$ cat src/hdl/ebw_defs.svh
`ifndef EBW_DEFS_SVH
`define EBW_DEFS_SVH
// register indices on the plain register port
`define EBW_ADDR_W          4
`define EBW_REG_DMA_WAIT    4'h0
`define EBW_REG_WAIT_PIN    4'h1
`define EBW_REG_DRAM_AREA   4'h2
`define EBW_REG_BUS_CTRL    4'h3
`define EBW_REG_STATUS      4'h4
// reset values
`define EBW_DMA_WAIT_RST    16'hFFFF
`define EBW_WAIT_PIN_RST    16'hF800
`define EBW_DRAM_AREA_RST   16'h0000
`define EBW_BUS_CTRL_RST    16'h0000
// field positions
`define EBW_WPU_BIT         15
`define EBW_A02LW_HI        14
`define EBW_A02LW_LO        13
`define EBW_A6LW_HI         12
`define EBW_A6LW_LO         11
`define EBW_WAIT_PIN_MASK   16'hF800
`define EBW_STROBE_BIT      15
`define EBW_ROW_STROBE_HOLD_LOW_BIT        14
`define EBW_TPC_BIT         13
`define EBW_BE_BIT          12
`define EBW_DRAM_AREA_MASK  16'hFF00
`define EBW_DRAM_SPACE_ON_BIT       0
// state counts
`define EBW_MUX_IO_STATES   3'h4
`define EBW_LONG_PITCH      3'h2
`endif

$ cat src/hdl/ebw_pkg.sv
package ebw_pkg;
  // kind of space that a cycle targets
  typedef enum logic [1:0] {
    EBW_SPACE_EXT,
    EBW_SPACE_DRAM,
    EBW_SPACE_MUXIO
  } ebw_space_t;
  // cycle sequencer states
  typedef enum logic [2:0] {
    EBW_IDLE,
    EBW_ROW,
    EBW_DATA,
    EBW_WAITX,
    EBW_PRECH
  } ebw_state_t;
endpackage

$ cat src/hdl/ebw_cfg_if.sv
`timescale 1ns/1ps
`default_nettype none
// decoded settings from the register file to the sequencer
interface ebw_cfg_if;
  logic [7:0] dma_write_wait_sample;
  logic [7:0] dma_read_wait_sample;
  logic [1:0] area02_long_wait;
  logic [1:0] area6_long_wait;
  logic       strobe_style_select;
  logic       row_strobe_hold_low;
  logic       precharge_length;
  logic       page_burst_on;
  logic       dram_space_on;
  logic       wait_input_pullup;
  modport regs (output dma_write_wait_sample, dma_read_wait_sample, area02_long_wait, area6_long_wait,
                output strobe_style_select, row_strobe_hold_low, precharge_length, page_burst_on,
                output dram_space_on, wait_input_pullup);
  modport seq (input dma_write_wait_sample, dma_read_wait_sample, area02_long_wait, area6_long_wait,
               input strobe_style_select, row_strobe_hold_low, precharge_length, page_burst_on,
               input dram_space_on, wait_input_pullup);
endinterface
`default_nettype wire

$ cat src/hdl/ebw_regs.sv
`timescale 1ns/1ps
`default_nettype none
`include "ebw_defs.svh"
// register file; power-on reset only, manual reset and standby do not touch it
module ebw_regs
  import ebw_pkg::*;
(
  input  wire logic                   clk,
  input  wire logic                   rstn,
  input  wire logic                   ce,
  input  wire logic [`EBW_ADDR_W-1:0] reg_addr,
  input  wire logic [15:0]            reg_wdata,
  input  wire logic                   reg_wr,
  input  wire logic                   reg_rd,
  input  wire logic [15:0]            status_in,
  output logic      [15:0]            reg_rdata,
  ebw_cfg_if.regs                     cfg
);
  logic [15:0] dma_wait_ctrl_ff;           // read and write wait selects
  logic [15:0] wait_pin_long_wait_ctrl_ff; // pull-up and long waits
  logic [15:0] dram_area_ctrl_ff;          // dram options
  logic [15:0] bus_control_reg_ff;         // dram enable bit only
  logic [15:0] nxt_rdata;

  // register writes; reserved bits are held at zero
  always_ff @(posedge clk or negedge rstn)
  begin
    if (!rstn)
    begin
      dma_wait_ctrl_ff           <= `EBW_DMA_WAIT_RST;
      wait_pin_long_wait_ctrl_ff <= `EBW_WAIT_PIN_RST;
      dram_area_ctrl_ff          <= `EBW_DRAM_AREA_RST;
      bus_control_reg_ff         <= `EBW_BUS_CTRL_RST;
    end
    else if (ce && reg_wr)
    begin
      unique case (reg_addr)
        `EBW_REG_DMA_WAIT:  dma_wait_ctrl_ff <= reg_wdata;
        `EBW_REG_WAIT_PIN:  wait_pin_long_wait_ctrl_ff <= reg_wdata & `EBW_WAIT_PIN_MASK;
        `EBW_REG_DRAM_AREA: dram_area_ctrl_ff <= reg_wdata & `EBW_DRAM_AREA_MASK;
        `EBW_REG_BUS_CTRL:  bus_control_reg_ff <= {15'h0000, reg_wdata[`EBW_DRAM_SPACE_ON_BIT]};
        default:            ; // unmapped writes dropped
      endcase
    end
  end

  // read mux; unmapped reads return zero
  always_comb
  begin
    unique case (reg_addr)
      `EBW_REG_DMA_WAIT:  nxt_rdata = dma_wait_ctrl_ff;
      `EBW_REG_WAIT_PIN:  nxt_rdata = wait_pin_long_wait_ctrl_ff;
      `EBW_REG_DRAM_AREA: nxt_rdata = dram_area_ctrl_ff;
      `EBW_REG_BUS_CTRL:  nxt_rdata = bus_control_reg_ff;
      `EBW_REG_STATUS:    nxt_rdata = status_in;
      default:            nxt_rdata = 16'h0000;
    endcase
  end

  // read data register, valid the cycle after the strobe
  always_ff @(posedge clk or negedge rstn)
  begin
    if (!rstn)
      reg_rdata <= 16'h0000;
    else if (ce && reg_rd)
      reg_rdata <= nxt_rdata;
  end

  // field decode
  assign cfg.dma_write_wait_sample = dma_wait_ctrl_ff[7:0];
  assign cfg.dma_read_wait_sample  = dma_wait_ctrl_ff[15:8];
  assign cfg.wait_input_pullup     = wait_pin_long_wait_ctrl_ff[`EBW_WPU_BIT];
  assign cfg.area02_long_wait      = wait_pin_long_wait_ctrl_ff[`EBW_A02LW_HI:`EBW_A02LW_LO];
  assign cfg.area6_long_wait       = wait_pin_long_wait_ctrl_ff[`EBW_A6LW_HI:`EBW_A6LW_LO];
  assign cfg.strobe_style_select   = dram_area_ctrl_ff[`EBW_STROBE_BIT];
  assign cfg.row_strobe_hold_low   = dram_area_ctrl_ff[`EBW_ROW_STROBE_HOLD_LOW_BIT];
  assign cfg.precharge_length      = dram_area_ctrl_ff[`EBW_TPC_BIT];
  assign cfg.page_burst_on         = dram_area_ctrl_ff[`EBW_BE_BIT];
  assign cfg.dram_space_on         = bus_control_reg_ff[`EBW_DRAM_SPACE_ON_BIT];
endmodule // ebw_regs
`default_nettype wire

$ cat src/hdl/ebw_top.sv
// Behaviour
// eight per-area dma write wait bits
// bit 0 ignores wait, 1 samples
// areas 1,3-5,7: 1 or 2+wait states
// areas 0,2,6: 1 plus long wait
// dram column cycle short or long pitch
// muxed io: 4 states plus wait always
// pull-up bit drives wait pull-up, resets 1
// area 0/2 long wait 1-4 states
// area 6 long wait 1-4 states
// wait register set to F800 by power-on only
// reserved bits read zero, write zero
// dram options valid only with dram enable
// 16-bit: dual column or dual write strobes
// 8-bit: lower strobes only
// row strobe held low or released between
// precharge one or two states
// no burst: full access with row
// burst row hit: column phase only
// area 1 is dram only when enabled
// read wait bits follow same counts
// selection applies to single-mode dma only
`timescale 1ns/1ps
`default_nettype none
`include "ebw_defs.svh"
module ebw_top
  import ebw_pkg::*;
#(
  parameter int ROW_W = 20 // row address bits compared for page hits
)
(
  input  wire logic                   clk,
  input  wire logic                   rstn,
  input  wire logic                   ce,
  input  wire logic [`EBW_ADDR_W-1:0] reg_addr,
  input  wire logic [15:0]            reg_wdata,
  input  wire logic                   reg_wr,
  input  wire logic                   reg_rd,
  output logic      [15:0]            reg_rdata,
  input  wire logic                   cyc_start,
  input  wire logic [2:0]             cyc_area,
  input  wire logic                   cyc_write,
  input  wire logic                   cyc_dma_single,
  input  wire logic                   cyc_muxio,
  input  wire logic                   cyc_wide,
  input  wire logic                   cyc_odd,
  input  wire logic [ROW_W-1:0]       cyc_row,
  input  wire logic                   cyc_own_sample,
  input  wire logic [2:0]             cyc_own_states,
  input  wire logic                   wait_in_n,
  output logic                        cyc_busy,
  output logic                        cyc_done,
  output logic                        wait_input_pullup,
  output logic                        row_strobe_n,
  output logic                        col_strobe_upper_n,
  output logic                        col_strobe_lower_n,
  output logic                        write_strobe_upper_n,
  output logic                        write_strobe_lower_n,
  output logic                        row_addr_phase
);
  ebw_cfg_if cfg ();

  ebw_state_t  state_ff;            // sequencer state
  ebw_space_t  space_ff;            // space of current cycle
  logic [2:0]  cnt_ff;              // base states left
  logic        sample_ff;           // wait input honoured this cycle
  logic        write_ff;            // current cycle is a write
  logic        wide_ff;             // 16-bit access
  logic        odd_ff;              // upper byte lane of 16-bit
  logic        prech_ff;            // second precharge state pending
  logic        row_open_ff;         // row strobe left low
  logic        row_valid_ff;        // stored row is meaningful
  logic [ROW_W-1:0] last_row_ff;    // row of previous dram access
  logic [2:0]  nxt_cnt;
  logic        nxt_sample;
  ebw_space_t  nxt_space;
  logic [2:0]  long_wait;
  logic        sel_bit;
  logic        is_dram;
  logic        page_hit;
  logic [15:0] status_word;

  // register file
  ebw_regs u_regs (
    .clk       (clk),
    .rstn      (rstn),
    .ce        (ce),
    .reg_addr  (reg_addr),
    .reg_wdata (reg_wdata),
    .reg_wr    (reg_wr),
    .reg_rd    (reg_rd),
    .status_in (status_word),
    .reg_rdata (reg_rdata),
    .cfg       (cfg)
  );

  assign wait_input_pullup = cfg.wait_input_pullup;
  assign status_word = {8'h00, 2'b00, row_open_ff, row_valid_ff, 1'b0, 3'(state_ff)};

  // area 1 becomes dram only while enabled
  assign is_dram = cfg.dram_space_on && (cyc_area == 3'h1);

  // long wait per area, encoding n gives n+1 states
  always_comb
  begin
    long_wait = 3'h0;
    if (cyc_area == 3'h0 || cyc_area == 3'h2)
      long_wait = {1'b0, cfg.area02_long_wait} + 3'h1;
    else if (cyc_area == 3'h6)
      long_wait = {1'b0, cfg.area6_long_wait} + 3'h1;
  end

  // wait select bit: write bits for writes, read bits for reads
  assign sel_bit = cyc_write ? cfg.dma_write_wait_sample[cyc_area]
                             : cfg.dma_read_wait_sample[cyc_area];

  // page hit only with burst on and matching stored row
  assign page_hit = cfg.page_burst_on && row_valid_ff && (last_row_ff == cyc_row);

  // cycle plan: base state count and wait sampling
  always_comb
  begin
    nxt_space  = EBW_SPACE_EXT;
    nxt_cnt    = 3'h1;
    nxt_sample = 1'b0;
    if (!cyc_dma_single)
    begin
      // other cycles keep their own settings
      nxt_cnt    = (cyc_own_states == 3'h0) ? 3'h1 : cyc_own_states;
      nxt_sample = cyc_own_sample;
      if (is_dram)
        nxt_space = EBW_SPACE_DRAM;
      else if (cyc_muxio)
        nxt_space = EBW_SPACE_MUXIO;
    end
    else if (cyc_muxio)
    begin
      nxt_space  = EBW_SPACE_MUXIO;
      nxt_cnt    = `EBW_MUX_IO_STATES;
      nxt_sample = 1'b1;
    end
    else if (is_dram)
    begin
      nxt_space  = EBW_SPACE_DRAM;
      nxt_cnt    = sel_bit ? `EBW_LONG_PITCH : 3'h1;
      nxt_sample = sel_bit;
    end
    else if (long_wait != 3'h0)
    begin
      // areas 0, 2, 6: one state plus long wait
      nxt_cnt    = 3'(long_wait + 3'h1);
      nxt_sample = sel_bit;
    end
    else
    begin
      nxt_cnt    = sel_bit ? `EBW_LONG_PITCH : 3'h1;
      nxt_sample = sel_bit;
    end
  end

  // sequencer
  always_ff @(posedge clk or negedge rstn)
  begin
    if (!rstn)
    begin
      state_ff  <= EBW_IDLE;
      space_ff  <= EBW_SPACE_EXT;
      cnt_ff    <= 3'h0;
      sample_ff <= 1'b0;
      write_ff  <= 1'b0;
      wide_ff   <= 1'b0;
      odd_ff    <= 1'b0;
      prech_ff  <= 1'b0;
    end
    else if (ce)
    begin
      unique case (state_ff)
        EBW_IDLE:
        begin
          if (cyc_start)
          begin
            space_ff  <= nxt_space;
            cnt_ff    <= nxt_cnt;
            sample_ff <= nxt_sample;
            write_ff  <= cyc_write;
            wide_ff   <= cyc_wide;
            odd_ff    <= cyc_odd;
            // dram miss needs a row phase; hit goes to columns
            if (nxt_space == EBW_SPACE_DRAM && !page_hit)
              state_ff <= EBW_ROW;
            else
              state_ff <= EBW_DATA;
          end
        end
        EBW_ROW:
          state_ff <= EBW_DATA;
        EBW_DATA:
        begin
          // last base state: wait input may stretch it
          if (cnt_ff <= 3'h1)
          begin
            if (sample_ff && !wait_in_n)
              state_ff <= EBW_WAITX;
            else if (space_ff == EBW_SPACE_DRAM && !cfg.row_strobe_hold_low)
            begin
              state_ff <= EBW_PRECH;
              prech_ff <= cfg.precharge_length;
            end
            else
              state_ff <= EBW_IDLE;
          end
          else
            cnt_ff <= cnt_ff - 3'h1;
        end
        EBW_WAITX:
        begin
          if (wait_in_n)
          begin
            if (space_ff == EBW_SPACE_DRAM && !cfg.row_strobe_hold_low)
            begin
              state_ff <= EBW_PRECH;
              prech_ff <= cfg.precharge_length;
            end
            else
              state_ff <= EBW_IDLE;
          end
        end
        EBW_PRECH:
        begin
          // one or two precharge states
          if (prech_ff)
            prech_ff <= 1'b0;
          else
            state_ff <= EBW_IDLE;
        end
      endcase
    end
  end

  // row tracking for page mode and held row strobe
  always_ff @(posedge clk or negedge rstn)
  begin
    if (!rstn)
    begin
      row_open_ff  <= 1'b0;
      row_valid_ff <= 1'b0;
      last_row_ff  <= '0;
    end
    else if (ce)
    begin
      if (!cfg.dram_space_on)
      begin
        row_open_ff  <= 1'b0;
        row_valid_ff <= 1'b0;
      end
      else if (state_ff == EBW_IDLE && cyc_start && nxt_space == EBW_SPACE_DRAM && !page_hit)
      begin
        last_row_ff  <= cyc_row;
        row_valid_ff <= 1'b1;
        row_open_ff  <= 1'b1;
      end
      else if (state_ff == EBW_PRECH)
      begin
        row_open_ff  <= 1'b0;
        row_valid_ff <= 1'b0;
      end
    end
  end

  // handshake outputs
  assign cyc_busy       = (state_ff != EBW_IDLE);
  assign cyc_done       = ce && (((state_ff == EBW_DATA) && (cnt_ff <= 3'h1) && !(sample_ff && !wait_in_n))
                          || ((state_ff == EBW_WAITX) && wait_in_n));
  assign row_addr_phase = (state_ff == EBW_ROW);

  // dram strobes, active low
  always_comb
  begin
    logic col_act;
    col_act              = 1'b0;
    col_strobe_upper_n   = 1'b1;
    col_strobe_lower_n   = 1'b1;
    write_strobe_upper_n = 1'b1;
    write_strobe_lower_n = 1'b1;
    col_act = (space_ff == EBW_SPACE_DRAM) && (state_ff == EBW_DATA || state_ff == EBW_WAITX);
    if (col_act)
    begin
      if (!wide_ff)
      begin
        col_strobe_lower_n   = 1'b0;
        write_strobe_lower_n = !write_ff;
      end
      else if (!cfg.strobe_style_select)
      begin
        // dual column strobe with one write strobe
        col_strobe_upper_n   = 1'b0;
        col_strobe_lower_n   = 1'b0;
        write_strobe_lower_n = !write_ff;
      end
      else
      begin
        // one column strobe with two write strobes
        col_strobe_lower_n   = 1'b0;
        write_strobe_upper_n = !write_ff;
        write_strobe_lower_n = !write_ff;
      end
    end
  end

  // row strobe low while row open and not precharging
  assign row_strobe_n = !(row_open_ff && state_ff != EBW_PRECH);
endmodule // ebw_top
`default_nettype wire

$ cat config.mk
export PLATFORM = sky130hd
export DESIGN_NAME = ebw_top
export DESIGN_NICKNAME = d
export VERILOG_FILES = /design/src/hdl/ebw_pkg.sv /design/src/hdl/ebw_cfg_if.sv /design/src/hdl/ebw_regs.sv /design/src/hdl/ebw_top.sv
export VERILOG_INCLUDE_DIRS = /design/src /design/src/hdl
export SDC_FILE = /design/constraint.sdc
export NUM_CORES = 1
export LEC_CHECK = 0
export BUFFER_PORTS_ARGS = -buffer_cell sky130_fd_sc_hd__buf_2
export CAP_MARGIN = 0
export CELL_PAD_IN_SITES_DETAIL_PLACEMENT = 0
export CELL_PAD_IN_SITES_GLOBAL_PLACEMENT = 1
export CORE_ASPECT_RATIO = 0.9
export CORE_UTILIZATION = 44
export DETAILED_ROUTE_END_ITERATION = 7
export PLACE_DENSITY_LB_ADDON = 0.1
export SETUP_SLACK_MARGIN = 0.02
export SLEW_MARGIN = 10
export SYNTH_ARGS = -nofsm -noshare
export SYNTH_HDL_FRONTEND = slang
export SYNTH_HIERARCHICAL = 1
export SYNTH_SLANG_ARGS = --single-unit
$ cat constraint.sdc
create_clock -name clk -period 3 [get_ports clk]
set_clock_uncertainty 0.2 [all_clocks]
set_input_delay 0.6 -clock clk [delete_from_list [all_inputs] [get_ports clk]]
set_output_delay 0.6 -clock clk [all_outputs]
set_load 0.05 [all_outputs]
==> out/qor.csv <==
metric;value;unit
power.share.sequential;48.0;%
fin_ws;0.277;ns
hp-class;in2async;
overflow;0;
cts_htree_levels;3;
grt_use_total;20.2;%
drt_iter0_markers;74;
cts_root_buffer;clkbuf_8;
synth_area;4290;um^2
post-route-drc-count;0;
swShare;33.4;%
ctsResizeCount;0;
synthArstFlopShare;100;%
rows;33;
switchingPower;1000;uW
cp.arrival;1.92;ns
fin_crit_sh;90.8;%
p_comb_share;27.7;%
layout-drive-gt1-share;40.4;%
fp.dieW;106;um
synth.largest_area_cell;dfrtp_1;
p_clk_share;24.3;%
yosysMostFrequentCell;dfrtp_1;
core_area;9290;um^2
synth_common_cells;dfrtp_1 (58), mux2_2 (33), nand2_1 (23), dfstp_2 (21), mux2_1 (19);
vias;3114;
yosysWarnings;6;
place_congestion;0.803;
crit_start;cnt_ff[1]$_DFFE_PN0P_;
crit_type;reg2out;
nNetsFinal;512;
register_area;2000;um^2
dieArea;10100;um^2
max_stage_delay;0.40;ns
end_kind;primary output;
start_util;46.1;%
cp.required;2.20;ns
maxCapViolCount;0;
p_leak;0.00237;uW
setup_viol;0;
numCtsBuffers;9;
synthCells;355;
cts_tree;yes;
hold_violations;0;
status;finished, final reports clean;
slew_headroom;55.7;%
rsz0062_at_grt;no;
routed_via_density;5.42;
wire_per_inst;17.0;um
pre_cts_ws;0.166;ns
min_period;2.72;ns
ys_ff_latch;79;
numPortBuffers;82;
internal-power;1990;uW
n_fill_cell;855;
ctsHoldBuffers;0;
antenna_found_initial;0;
synth-edff-count;0;
place.detailed.hpwl;7190;um
reg2reg_slack;0.72;ns
synth.avg_cell_area;12.1;um^2
cts_sinks;79;
cp.buffers_inverters;2;
yosysSeqAreaShare;46.7;%
fp.dieH;95.6;um
synth.distinct_cells;64;
tightest_slew;0.662;ns
synth_top_area_share;33.9;%
clk_latency;0.35;ns
tns;0;ns
firstDrtPassIters;4;
drt_wl_total;9770;um
max-vdd-ir-drop;0.000301;V
slowest_stage;dfrtp_1;
multiInputGateArea;2190;um^2
cp_cell_sequence;inv_1, ha_1, o21ba_2, nor2_1, o22a_1, and3_1, buf_2;
grt_max_degree;49;
power_density;596;nW/um^2
grt_pass1_vias;3023;
cts_setup_buffers;0;
r2r-start;last_row_ff[18]$_DFFE_PN0P_;
setup.worst_path.start_class;flop;
clk_pin_slew;0.08;ns
report.final.slew_viol_count;0;
yosys-top-cells-area;dfrtp_1 (34%), dfstp_2 (13%), mux2_2 (8.7%);
grt_pass1_wl;15400;um
synthFlopType;dfrtp_1;
antenna_left;0;
area_growth;17.1;%
reg2reg_depth;6;
cts.path.max_buffers;2;
diodes;0;
reg2reg_to;last_row_ff[6]$_DFFE_PN0P_;
critPathMaxFanout;3;
ios;84;
crit_family;flip-flops;
max_freq;367;MHz
## flip-flops by register name, summed over array words and instances (netlist names), 2 cells and up
| signal | count |
|---|---|
| u_regs/wait_pin_long_wait_ctrl_ff | 5 |
| last_row_ff | 20 |
| u_regs/reg_rdata | 16 |
| cnt_ff | 3 |
| state_ff | 3 |
| space_ff | 2 |
| u_regs/dma_wait_ctrl_ff | 16 |
| u_regs/dram_area_ctrl_ff | 8 |
## worst max-delay path by stage
stage	slack [ns]	depth (start not counted)	to
5_1_grt	0.18	7	cyc_done
4_1_cts	0.10	4	write_strobe_upper_n
2_1_floorplan	0.46	6	cnt_ff[0]$_DFFE_PN0P_
3_3_place_gp	0.19	6	cnt_ff[0]$_DFFE_PN0P_
3_5_place_dp	0.17	6	cnt_ff[0]$_DFFE_PN0P_
6_report	0.28	7	cyc_done
## cell type report
class                      count  share of cell area [%]
multi-input combinational    265                    43.7
sequential                    79                    39.9
timing repair buffer          86                    9.32
inverter                       7                   0.524
clock inverter                 4                   0.598
tap                          122                    3.04
clock buffer                  12                    2.89
## worst register-to-register path, cell delays in order (launching register included)
cell and delay [ns]:
dfrtp_1 0.39, xnor2_1 0.15, nand4_1 0.13, nor4_1 0.51, a211o_1 0.25, buf_12 0.18
mux2_1 0.34
## power by group through the flow
stage                     Combinational [uW]  Clock (uW)  Sequential [uW]
final                                    828         727             1440
after global routing                     907         784             1460
after CTS                                832         753             1430
after detailed placement                 828           0             1450
after global placement                   814           0             1450
after floorplan                          619           0             1420
## metal layers
layer  up-vias  track usage, %  share of wire (%)
li1       1495               -                  -
met1      1527            27.8                 48
met2        77            32.1                 46
met3        15            4.99                4.2
met4         0            5.32                1.4
met5         -               0                  0
## through the flow
step                utilization [%]  hold WS (ns)  std cells  area (um^2)  total power (uW)
global placement               52.1         0.256        559         4840              2260
finish                         54.0        0.0734        575         5020              2990
detailed placement             52.1         0.267        559         4840              2280
floorplan                         -         0.104        365         4320              2040
global route                   54.0         0.114        575         5020              3150
CTS                            54.0        0.0954        575         5010              3020
## layout by cell type (no fill, tap or decap), drive strengths merged, types with 6 or more instances in the layout
master	n
dfrtp	58
a22oi	9
a21oi	7
nand4	6
inv	8
buf	86
mux2	62
nand2	24
nand2b	6
mux2i	10
conb	11
xnor2	17
o21ai	28
clkbuf	12
dfstp	21
nor2	15
## cell families (layout without fill, tap and decap cells)
logic type	Yosys count	in the layout	synth area share, %
buf+inv	21	109	3.09
simple gates	83	83	11.6
mux	77	77	22.1
flops	79	79	46.7
other cells	1	11	0.0875
compound gates	69	69	10.8
xor+xnor	20	20	4.09
fa+ha+maj	5	5	1.46
No activity file was read; power rests on OpenSTA's default activity.
